**src/verilog/pac_pkg.sv**
```systemverilog
// Package with register map, field layout and types of the PWM aux control.
// Function
// - Period fine disable bit 15 stops fine period
// - Duty fine disable bit 14 stops fine duty
// - Blank source bits 11:8 mask fault, limit
// - Blank code 0 none, 1-5 generator highs
// - Codes 0110 to 1111 are reserved
// - Chop source bits 5:2 chop enabled outputs
// - Chop code 0 internal clock, 1-5 highs
// - Bit 1 enables high side chopping
// - Bit 0 enables low side chopping
// - Bits 13:12, 7:6 ignore writes, read zero
// - Implemented fields read/write, reset to zero
package pac_pkg;

   // Register byte offsets on the APB.
   localparam logic [11:0] PAC_OFS_CTRL = 12'h000;
   localparam logic [11:0] PAC_OFS_LEB = 12'h004;
   localparam logic [11:0] PAC_OFS_STAT = 12'h008;

   // Field positions in the auxiliary control word.
   localparam int PAC_FINE_PER_BIT = 15;
   localparam int PAC_FINE_DUTY_BIT = 14;
   localparam int PAC_BLANK_LSB = 8;
   localparam int PAC_CHOP_LSB = 2;
   localparam int PAC_CHOP_H_BIT = 1;
   localparam int PAC_CHOP_L_BIT = 0;
   localparam int PAC_SEL_W = 4;

   // Field positions in the blanking enable register.
   localparam int PAC_LEB_H_BIT = 1;
   localparam int PAC_LEB_L_BIT = 0;

   // Writable bits of the control word and of the blanking register.
   localparam logic [15:0] PAC_CTRL_WMASK = 16'hcf3f;
   localparam logic [1:0] PAC_LEB_WMASK = 2'h3;

   // Reset values.
   localparam logic [15:0] PAC_CTRL_RST = 16'h0000;
   localparam logic [1:0] PAC_LEB_RST = 2'h0;

   // Number of sibling generators and highest legal select code.
   localparam int PAC_NSRC = 5;
   localparam logic [3:0] PAC_SEL_MAX = 4'h5;

   // Internal chop clock: half period in ns, and in cycles of 50 ns.
   localparam int PAC_CLK_PERIOD_NS = 50;
   localparam int PAC_CHOP_HALF_NS = 1000;
   localparam int PAC_CHOP_HALF_CYC =
      (PAC_CHOP_HALF_NS / PAC_CLK_PERIOD_NS > 0) ?
      PAC_CHOP_HALF_NS / PAC_CLK_PERIOD_NS : 1;
   localparam int PAC_DIV_W = 5;

   // APB request as driven by the master.
   typedef struct packed
   {
      logic psel;
      logic penable;
      logic pwrite;
      logic [11:0] paddr;
      logic [31:0] pwdata;
   } pac_apb_req_s;

   // APB answer of the slave.
   typedef struct packed
   {
      logic pready;
      logic pslverr;
      logic [31:0] prdata;
   } pac_apb_rsp_s;

   // Raw signals of this channel's generator and protection logic.
   typedef struct packed
   {
      logic high;
      logic low;
      logic fault;
      logic climit;
   } pac_gen_s;

   // Whole state of the top module.
   typedef struct packed
   {
      logic [15:0] ctrl;
      logic [1:0] leb;
      logic chop_clk;
      logic [PAC_DIV_W-1:0] div;
      pac_apb_rsp_s rsp;
      logic high_out;
      logic low_out;
      logic fault_out;
      logic climit_out;
      logic fine_per_en;
      logic fine_duty_en;
   } pac_state_s;

endpackage

```
**src/verilog/pac_src_sel.sv**
```systemverilog
// Source selector that picks one sibling high output by a 4-bit code.
`timescale 1ns/10ps
module pac_src_sel
   import pac_pkg::*;
(
   input wire logic [3:0] code,
   input wire logic [PAC_NSRC-1:0] src,
   input wire logic dflt,
   output logic sel,
   output logic rsvd
);
   logic [PAC_NSRC-1:0] hit;

   // One match term per sibling generator, code n picks generator n.
   genvar gi;
   generate
      for (gi = 0; gi < PAC_NSRC; gi = gi + 1)
      begin : g_src
         assign hit[gi] = (code == 4'(gi + 1)) & src[gi];
      end
   endgenerate

   // Code zero gives the default; reserved codes select nothing at all.
   always_comb
   begin
      sel = (|hit) | ((code == 4'h0) & dflt);
      rsvd = (code > PAC_SEL_MAX);
   end
endmodule

```
**src/verilog/pac_top.sv**
```systemverilog
// Auxiliary control of one PWM channel: blanking, chopping, fine disables.
//
// Decided for this implementation: the address map and register access over APB.
`timescale 1ns/10ps
module pac_top
   import pac_pkg::*;
(
   input wire logic CLK_SYS,
   input wire logic RSTN,
   input wire pac_pkg::pac_apb_req_s APB_REQ,
   output pac_pkg::pac_apb_rsp_s APB_RSP,
   input wire logic [pac_pkg::PAC_NSRC-1:0] SIB_HIGH,
   input wire pac_pkg::pac_gen_s GEN_IN,
   output logic CHANNEL_HIGH_OUTPUT,
   output logic CHANNEL_LOW_OUTPUT,
   output logic FAULT_OUT,
   output logic CLIMIT_OUT,
   output logic FINE_PERIOD_EN,
   output logic FINE_DUTY_EN
);
   import pac_pkg::*;

   pac_state_s st_q;
   pac_state_s st_d;

   logic setup_cyc;
   logic access_cyc;
   logic blank_sig;
   logic chop_sig;
   logic blank_rsvd;
   logic chop_rsvd;
   logic blank_mask;

   logic [3:0] blank_code;
   logic [3:0] chop_code;
   logic chop_h_en;
   logic chop_l_en;

   // Field views of the stored control word.
   assign blank_code = st_q.ctrl[PAC_BLANK_LSB +: PAC_SEL_W];
   assign chop_code = st_q.ctrl[PAC_CHOP_LSB +: PAC_SEL_W];
   assign chop_h_en = st_q.ctrl[PAC_CHOP_H_BIT];
   assign chop_l_en = st_q.ctrl[PAC_CHOP_L_BIT];

   // APB phases; the access only counts once our ready is up.
   assign setup_cyc = APB_REQ.psel & ~APB_REQ.penable;
   assign access_cyc = APB_REQ.psel & APB_REQ.penable & st_q.rsp.pready;

   // State blank source; code zero means no blanking at all.
   pac_src_sel u_blank_sel
   (
      .code(blank_code),
      .src(SIB_HIGH),
      .dflt(1'b0),
      .sel(blank_sig),
      .rsvd(blank_rsvd)
   );

   // Chop source; code zero takes the internal chop clock.
   pac_src_sel u_chop_sel
   (
      .code(chop_code),
      .src(SIB_HIGH),
      .dflt(st_q.chop_clk),
      .sel(chop_sig),
      .rsvd(chop_rsvd)
   );

   // Blanking applies only where a side enable in the blank register is set.
   assign blank_mask = blank_sig & (|st_q.leb);

   // Next state: bus slave, chop divider and registered outputs.
   always_comb
   begin
      st_d = st_q;

      // Answer is prepared in the setup cycle so pready comes from a flop.
      st_d.rsp.pready = setup_cyc;
      st_d.rsp.pslverr = 1'b0;
      st_d.rsp.prdata = 32'h0000_0000;
      if (setup_cyc)
      begin
         case (APB_REQ.paddr)
            PAC_OFS_CTRL:
            begin
               // Unimplemented bits read as zero.
               st_d.rsp.prdata[15:0] = st_q.ctrl & PAC_CTRL_WMASK;
            end
            PAC_OFS_LEB:
            begin
               st_d.rsp.prdata[1:0] = st_q.leb;
            end
            PAC_OFS_STAT:
            begin
               st_d.rsp.prdata[5:0] = {chop_rsvd, blank_rsvd,
                                       st_q.low_out, st_q.high_out,
                                       chop_sig, blank_mask};
            end
            default:
            begin
               st_d.rsp.pslverr = 1'b1;
            end
         endcase
      end

      // Writes land at the completing edge; the status word is read only.
      if (access_cyc && APB_REQ.pwrite && !st_q.rsp.pslverr)
      begin
         case (APB_REQ.paddr)
            PAC_OFS_CTRL:
            begin
               st_d.ctrl = APB_REQ.pwdata[15:0] & PAC_CTRL_WMASK;
            end
            PAC_OFS_LEB:
            begin
               st_d.leb = APB_REQ.pwdata[1:0] & PAC_LEB_WMASK;
            end
            default:
            begin
               st_d.ctrl = st_q.ctrl;
            end
         endcase
      end

      // Internal chop clock: toggles every half period while running free.
      if (st_q.div == PAC_DIV_W'(PAC_CHOP_HALF_CYC - 1))
      begin
         st_d.div = '0;
         st_d.chop_clk = ~st_q.chop_clk;
      end
      else
      begin
         st_d.div = st_q.div + PAC_DIV_W'(1);
      end

      // Chopping gates an output with the chosen source only when enabled.
      // A reserved chop code yields a low source, so chopped outputs stay
      // off rather than running unchopped into a bridge.
      st_d.high_out = GEN_IN.high & (~chop_h_en | chop_sig);
      st_d.low_out = GEN_IN.low & (~chop_l_en | chop_sig);

      // Fault and current-limit inputs are hidden while blanking is active.
      st_d.fault_out = GEN_IN.fault & ~blank_mask;
      st_d.climit_out = GEN_IN.climit & ~blank_mask;

      // Fine-resolution enables are the inverse of the disable fields.
      st_d.fine_per_en = ~st_q.ctrl[PAC_FINE_PER_BIT];
      st_d.fine_duty_en = ~st_q.ctrl[PAC_FINE_DUTY_BIT];
   end

   // Single state register with synchronous reset.
   always_ff @(posedge CLK_SYS)
   begin
      if (!RSTN)
      begin
         st_q <= '0;
         st_q.ctrl <= PAC_CTRL_RST;
         st_q.leb <= PAC_LEB_RST;
         st_q.fine_per_en <= 1'b1;
         st_q.fine_duty_en <= 1'b1;
      end
      else
      begin
         st_q <= st_d;
      end
   end

   // Every output is a flop of the state.
   assign APB_RSP = st_q.rsp;
   assign CHANNEL_HIGH_OUTPUT = st_q.high_out;
   assign CHANNEL_LOW_OUTPUT = st_q.low_out;
   assign FAULT_OUT = st_q.fault_out;
   assign CLIMIT_OUT = st_q.climit_out;
   assign FINE_PERIOD_EN = st_q.fine_per_en;
   assign FINE_DUTY_EN = st_q.fine_duty_en;

   localparam int HALF_CYC = PAC_CHOP_HALF_CYC;
endmodule

```
**config.mk**
```make
export PLATFORM = sky130hd
export DESIGN_NAME = pac_top
export DESIGN_NICKNAME = d
export VERILOG_FILES = /design/src/verilog/pac_pkg.sv /design/src/verilog/pac_src_sel.sv /design/src/verilog/pac_top.sv
export SDC_FILE = /design/constraint.sdc
export NUM_CORES = 1
export LEC_CHECK = 0
export ABC_AREA = 1
export BUFFER_PORTS_ARGS = -buffer_cell sky130_fd_sc_hd__buf_4
export CAP_MARGIN = 20
export CORE_ASPECT_RATIO = 0.7
export CORE_MARGIN = 5
export CORE_UTILIZATION = 40
export DETAILED_ROUTE_END_ITERATION = 6
export GPL_ROUTABILITY_DRIVEN = 1
export PLACE_DENSITY = 0.78
export REMOVE_ABC_BUFFERS = 1
export SLEW_MARGIN = 20
export SYNTH_ARGS = -nofsm -noshare
export SYNTH_HDL_FRONTEND = slang
export SYNTH_SLANG_ARGS = --single-unit
```
**constraint.sdc**
```tcl
create_clock -name CLK_SYS -period 3.17 [get_ports CLK_SYS]
set_input_delay 0.4755 -clock CLK_SYS [delete_from_list [all_inputs] [get_ports CLK_SYS]]
set_output_delay 0.4755 -clock CLK_SYS [all_outputs]
set_load 0.01 [all_outputs]
```
# Word-level counts from Yosys, hierarchy flattened
# Index checks and enable logic that the tools add are counted.
# Widths: inputs -> output; s select.
op_classes:
  muxes: 4
  n_addsub: 1
  magnitude_cmp: 2
  reduce_logical: 14
  n_bitwise: 30
  n_eq_ne: 13
ops:
  columns: ["cell", "count"]
  rows:
  - ["$and 1x1->1", 19]
  - ["$eq 4x2->1 const B", 4]
  - ["$eq 4x3->1 const B", 4]
  - ["$eq 12x3->1 const B", 1]
  - ["$eq 12x4->1 const B", 1]
  - ["$logic_not 12->1", 1]
  - ["$mux 10", 1]
  - ["$reduce_or 5->1", 2]
  - ["$eq 4x1->1 const B", 2]
  - ["$gt 4x3->1 const B", 2]
  - ["$not 1->1", 8]
  - ["$pmux 4 s2", 1]
  - ["$pmux 2 s3", 1]
  - ["$reduce_and 2->1", 3]
  - ["$add 5x1->5 const B", 1]
  - ["$eq 5x5->1 const B", 1]
  - ["$logic_not 4->1", 1]
  - ["$reduce_or 2->1", 2]
  - ["$or 1x1->1", 3]
  - ["$reduce_and 3->1", 1]
  - ["$reduce_or 3->1", 1]
  - ["$logic_and 1x1->1", 2]
  - ["$logic_not 1->1", 1]
  - ["$mux 1", 1]
totals:
  wordCells: 79
  reg_bits: 60
  input_bits: 58
  output_inout_bits: 40

# Logic depth before layout (Yosys ltp)
logic_depth:
  word_depth: 6
  depth_mapped: 8

# Modules after synthesis
# Synthesis repeated with hierarchy kept, for this count alone.
hier_totals:
  hier_cells: 279
  area_unflattened_um2: 1999.4
by_module_without_submodules:
  columns: ["module", "instances", "area_each_um2", "cells_each", "seq_area_each_um2"]
  rows:
  - ["pac_top", 1, 1806.7, 237, 800.8]
  - ["pac_src_sel", 2, 96.3, 21, 0.0]

# Least setup slack after synthesis
# OpenSTA, ideal clock, no wires.
synth_path:
  path_type: "input port to flip-flop"
  start: "input port APB_REQ[34] (netlist bit)"
  end: "register st_q (netlist bit blank_code[0])"
  required_ns: 3.057
  n_path_buf: 1
  slack_ns: 1.812
  setup_time_ns: 0.113
  arrival_ns: 1.245
  stages: 6
  path_cell_list: "or2_4 nor2_8 nand3_4 buf_2 nor2_1 nor2_1"
synth_between:
  elab_chain_cells: 2
synth_lines:
  columns: ["element", "line_no", "source"]
  rows:
  - ["from (decl)", "pac_top.sv:10", "input wire pac_pkg::pac_apb_req_s APB_REQ,"]
  - ["$logic_not 12->1", "pac_top.sv:109", "case (APB_REQ.paddr)"]
  - ["$reduce_and 2->1 (no line)", null, null]
  - ["to (signal assigned)", "pac_top.sv:164", "st_q <= st_d;"]
  - ["to (decl)", "pac_top.sv:23", "pac_state_s st_q;"]
# No other way between the ends.
# A chain may end at the register's enable or synchronous reset.

# Final worst setup path
layout_path:
  start: "input port APB_REQ[43] (netlist bit)"
  end: "register st_q (netlist bit chop_code[1])"
# Same word-level chain as after synthesis.

==> impl_results.html <==
<table>
<tr><th>Metric</th><th>Value</th></tr>
<tr><th colspan="2">Logic synthesis</th></tr>
<tr><td>Share of the synthesized area in compound gates (AO/OA/AOI/OAI)</td><td>0.0561</td></tr>
<tr><td>Share of the synthesized area in the top cell type</td><td>0.413</td></tr>
<tr><td>Most instantiated library cell after synthesis</td><td>nand2_1</td></tr>
<tr><td>Simple-gate portion of the synthesized area</td><td>0.313</td></tr>
<tr><td>Syn Area/Cell</td><td>~7.1 µm²</td></tr>
<tr><td>Mux share of post-synthesis cell area</td><td>0</td></tr>
<tr><td>Post-Synth XOR/XNOR Area</td><td>0.00451</td></tr>
<tr><td>Area of the mapped netlist</td><td>1940 µm²</td></tr>
<tr><td>Count of flip-flops with a built-in enable after synthesis</td><td>0</td></tr>
<tr><td>Syn Inst Count</td><td>roughly 270</td></tr>
<tr><td>Async set-or-reset flop fraction in the synthesized netlist</td><td>0</td></tr>
<tr><td>Predominant post-synthesis flop cell</td><td>dfxtp_1</td></tr>
<tr><td>Synth cell types</td><td>28</td></tr>
<tr><td>Synth area leader</td><td>dfxtp_1</td></tr>
<tr><td>Number of warnings reported in the yosys synthesis log</td><td>0</td></tr>
<tr><td>Post-synthesis sequential area ratio</td><td>0.413</td></tr>
<tr><td>Top post-synthesis cells by count</td><td>nand2_1 (62), nor2_1 (53), dfxtp_1 (40)</td></tr>
<tr><td>Adder and majority gate portion of the synthesized area</td><td>0.00645</td></tr>
<tr><td>Largest family of logic cells by synthesized area</td><td>simple AND/OR/NAND/NOR gates</td></tr>
<tr><td>Biggest area contributors in the synthesized netlist</td><td>dfxtp_1 (41%), buf_4 (14%), nand2_1 (12%)</td></tr>
<tr><td>Flop and latch count out of synthesis</td><td>40</td></tr>
<tr><th colspan="2">Placement</th></tr>
<tr><td>Number of cells in the design after placement</td><td>between 300 and 400</td></tr>
<tr><td>Placement Cell Area</td><td>2220 µm²</td></tr>
<tr><td>Port Buffers</td><td>57</td></tr>
<tr><td>Final Wtd Congestion</td><td>0.855</td></tr>
<tr><td>Final HPWL DP</td><td>around 3300 µm</td></tr>
<tr><th colspan="2">Global route</th></tr>
<tr><td>First-pass GRT wire length</td><td>6930 µm</td></tr>
<tr><td>Vias in the first global route</td><td>about 1,600</td></tr>
<tr><td>Overall Global Routing Usage</td><td>0.140</td></tr>
<tr><td>Total global routing overflow</td><td>0</td></tr>
<tr><td>Pin count of the biggest net entering global routing</td><td>24</td></tr>
<tr><td>Initial antenna violation count</td><td>0</td></tr>
<tr><th colspan="2">Timing</th></tr>
<tr><td>Worst-case hold slack</td><td>approximately 0.39 ns</td></tr>
<tr><td>Share of the clock period used by the worst path after layout</td><td>0.495</td></tr>
<tr><td>Setup Skew</td><td>approximately 0.0010 ns</td></tr>
<tr><td>Hold Fails Final Rpt</td><td>0</td></tr>
<tr><td>Maximum frequency from static timing analysis</td><td>about 0.64 GHz</td></tr>
<tr><td>Final slew viol count</td><td>0</td></tr>
<tr><td>Worst-Margin Slew</td><td>0.521 ns</td></tr>
<tr><td>Number of endpoints failing setup at the final stage</td><td>0</td></tr>
<tr><td>Min cycle time layout</td><td>1.57 ns</td></tr>
<tr><td>Final TNS setup</td><td>0 ns</td></tr>
<tr><td>Max-slew headroom at the worst pin</td><td>0.652</td></tr>
<tr><td>Unrepaired setup endpoints after global routing</td><td>false</td></tr>
<tr><th colspan="2">Final layout</th></tr>
<tr><td>Synth-to-Final Area Change</td><td>20.2%</td></tr>
<tr><td>Final non-filler cell total</td><td>approximately 370</td></tr>
<tr><td>Share of layout cells above drive strength 1</td><td>0.237</td></tr>
<tr><td>Cell area after layout</td><td>approximately 2300 µm²</td></tr>
<tr><td>ANT cells</td><td>0</td></tr>
<tr><td>Net count, final</td><td>around 380</td></tr>
<tr><td>Final Util</td><td>0.493</td></tr>
<tr><th colspan="2">CTS</th></tr>
<tr><td>CTS Root Buffer Type</td><td>clkbuf_8</td></tr>
<tr><td>Register clock-pin slew on the reported worst setup and hold paths</td><td>0.07 ns</td></tr>
<tr><td>Clock tree buffer depth</td><td>2</td></tr>
<tr><td>Hold buffers post-CTS</td><td>0</td></tr>
<tr><td>TritonCTS buffer count</td><td>5</td></tr>
<tr><td>Source-to-sink clock delay at the later pin of the worst-skew pair</td><td>slightly below 0.3 ns</td></tr>
<tr><td>Clock tree from TritonCTS</td><td>built</td></tr>
<tr><td>H-tree depth</td><td>2</td></tr>
<tr><td>Setup fix buffers added after clock tree synthesis</td><td>0</td></tr>
<tr><td>Resize count post-CTS</td><td>0</td></tr>
<tr><td>TritonCTS sink count</td><td>40</td></tr>
<tr><th colspan="2">Routing</th></tr>
<tr><td>Number of DRC markers in iteration 0</td><td>82</td></tr>
<tr><td>Via-to-Cell Ratio</td><td>between 4 and 5</td></tr>
<tr><td>DRT antenna net count</td><td>0</td></tr>
<tr><td>Vias post-DR</td><td>between 1,500 and 2,000</td></tr>
<tr><td>1st-pass router iterations</td><td>4</td></tr>
<tr><td>Total routed wirelength</td><td>between 4000 and 5000 µm</td></tr>
<tr><td>DRC violation count after routing</td><td>0</td></tr>
<tr><td>WL/cell</td><td>about 11 µm</td></tr>
<tr><th colspan="2">Worst setup path</th></tr>
<tr><td>Reg-to-reg slack, setup</td><td>~1.9 ns</td></tr>
<tr><td>Length in cells of the worst reg-to-reg path</td><td>6</td></tr>
<tr><td>Start point of the critical path</td><td>APB_REQ[43]</td></tr>
<tr><td>Critical R2R Capture</td><td>chop_code[1]</td></tr>
<tr><td>Type of destination of the critical path</td><td>flip-flop</td></tr>
<tr><td>Critical path type</td><td>in2reg</td></tr>
<tr><td>Critical-path maximum fanout</td><td>23</td></tr>
<tr><td>Required time reported for the critical path endpoint</td><td>roughly 3.4 ns</td></tr>
<tr><td>Startpoint class of the critical path</td><td>primary input</td></tr>
<tr><td>CP Capture Point</td><td>chop_code[1]</td></tr>
<tr><td>Worst reg2reg path startpoint</td><td>APB_RSP[33]</td></tr>
<tr><td>Data arrival time of the critical path</td><td>1.80 ns</td></tr>
<tr><th colspan="2">Power</th></tr>
<tr><td>LEAKAGE</td><td>1.18 nW</td></tr>
<tr><td>Max VDD drop</td><td>between 150 and 200 µV</td></tr>
<tr><td>Power per standard cell area</td><td>429 nW/µm²</td></tr>
<tr><th colspan="2">Run status</th></tr>
<tr><td>Outcome</td><td>finished clean</td></tr>
<tr><th colspan="2">Run</th></tr>
<tr><td># Max-Cap Violations</td><td>0</td></tr>
<tr><th colspan="2">Floorplan</th></tr>
<tr><td>Initial cell density of the core</td><td>0.410</td></tr>
<tr><td>Vertical die dimension</td><td>68.3 µm</td></tr>
<tr><td>Placeable core region</td><td>roughly 4700 µm²</td></tr>
<tr><td>Die boundary width</td><td>just over 90 µm</td></tr>
<tr><td>Total Die Area</td><td>approximately 6400 µm²</td></tr>
<tr><td>Boundary pin count</td><td>just under 100</td></tr>
<tr><td>Total number of placement rows</td><td>21</td></tr>
<tr><th colspan="2">Min path</th></tr>
<tr><td>Hold Path Class</td><td>reg2reg</td></tr>
</table>
==> worst max-delay path, stage by stage <==
cell and delay [ns]:
buf_4 0.11, nor2_1 0.09, nand2_1 0.07, nor2_2 0.43
nand3_4 0.32, nand2_1 0.16, nand2_1 0.07, nor2_1 0.08
==> report_power, final <==
part	leakage [nW]	total (W)	internal, W	switching, W
combinational	0.802	0.0000844	0.0000419	0.0000425
clock	0.0552	0.000403	0.000233	0.000170
sequential	0.324	0.000513	0.000509	0.00000418
total	1.18	0.00100	0.000785	0.000216
==> per-layer routing <==
layer	GRT usage	up-vias	share of wire
met5	0	-	0
met4	0.0585	0	0.014
met3	0.0527	7	0.080
met2	0.232	40	0.46
met1	0.165	689	0.45
li1	-	862	-
==> per-stage QoR <==
step | power (W) | setup slack (ns)
floorplan | 0.000558 | 1.66
global placement | 0.000608 | 1.33
detailed placement | 0.000609 | 1.31
CTS | 0.00101 | 1.62
global route | 0.00104 | 1.43
finish | 0.00100 | 1.60
==> state kept, by name, indices dropped and copies added, names as in the netlist <==
name	cells
CHANNEL_HIGH_OUTPUT	1
st_q	10
FINE_DUTY_EN	1
chop_h_en	1
FAULT_OUT	1
FINE_PERIOD_EN	1
blank_code	4
APB_RSP	14
chop_l_en	1
CHANNEL_LOW_OUTPUT	1
chop_code	4
CLIMIT_OUT	1
==> layout make-up <==
| class | count | area [µm²] |
|---|---|---|
| Clock buffer | 6 | 72.6 |
| Clock inverter | 2 | 35.0 |
| Fill cell | 469 | 2400 |
| Inverter | 30 | 113 |
| Multi-Input combinational cell | 182 | 812 |
| Sequential cell | 40 | 801 |
| Tap cell | 57 | 71.3 |
| Timing Repair Buffer | 57 | 428 |
==> cells in the final DEF, fill, tap and decap left out, drive strengths merged <==
| cell type | instances |
|---|---|
| nand4 | 2 |
| xnor2 | 1 |
| or2 | 3 |
| nor2 | 56 |
| dfxtp | 40 |
| ha | 1 |
| inv | 30 |
| and2 | 1 |
| a21oi | 9 |
| nand2 | 62 |
| conb | 20 |
| clkinv | 1 |
| o2111a | 1 |
| nand3 | 15 |
| clkbuf | 6 |
| o211ai | 1 |
| o21ai | 9 |
| nor3 | 1 |
| bufinv | 1 |
| buf | 57 |
==> how the worst min path moves through the flow <==
stage / start / cells past startpoint / to
global route: st_q[63] / 1 / FINE_PERIOD_EN
floorplan: st_q[62] / 1 / FINE_DUTY_EN
global placement: st_q[63] / 1 / FINE_PERIOD_EN
CTS: st_q[62] / 1 / FINE_DUTY_EN
detailed placement: st_q[63] / 1 / FINE_PERIOD_EN
finish: st_q[63] / 1 / FINE_PERIOD_EN
==> kinds of logic after synthesis <==
kind of cell | after synthesis
other cells | 1
flops | 40
buf+inv | 69
xor+xnor | 1
fa+ha+maj | 1
simple gates | 140
compound gates | 20
(Power assumes the default switching activity.)
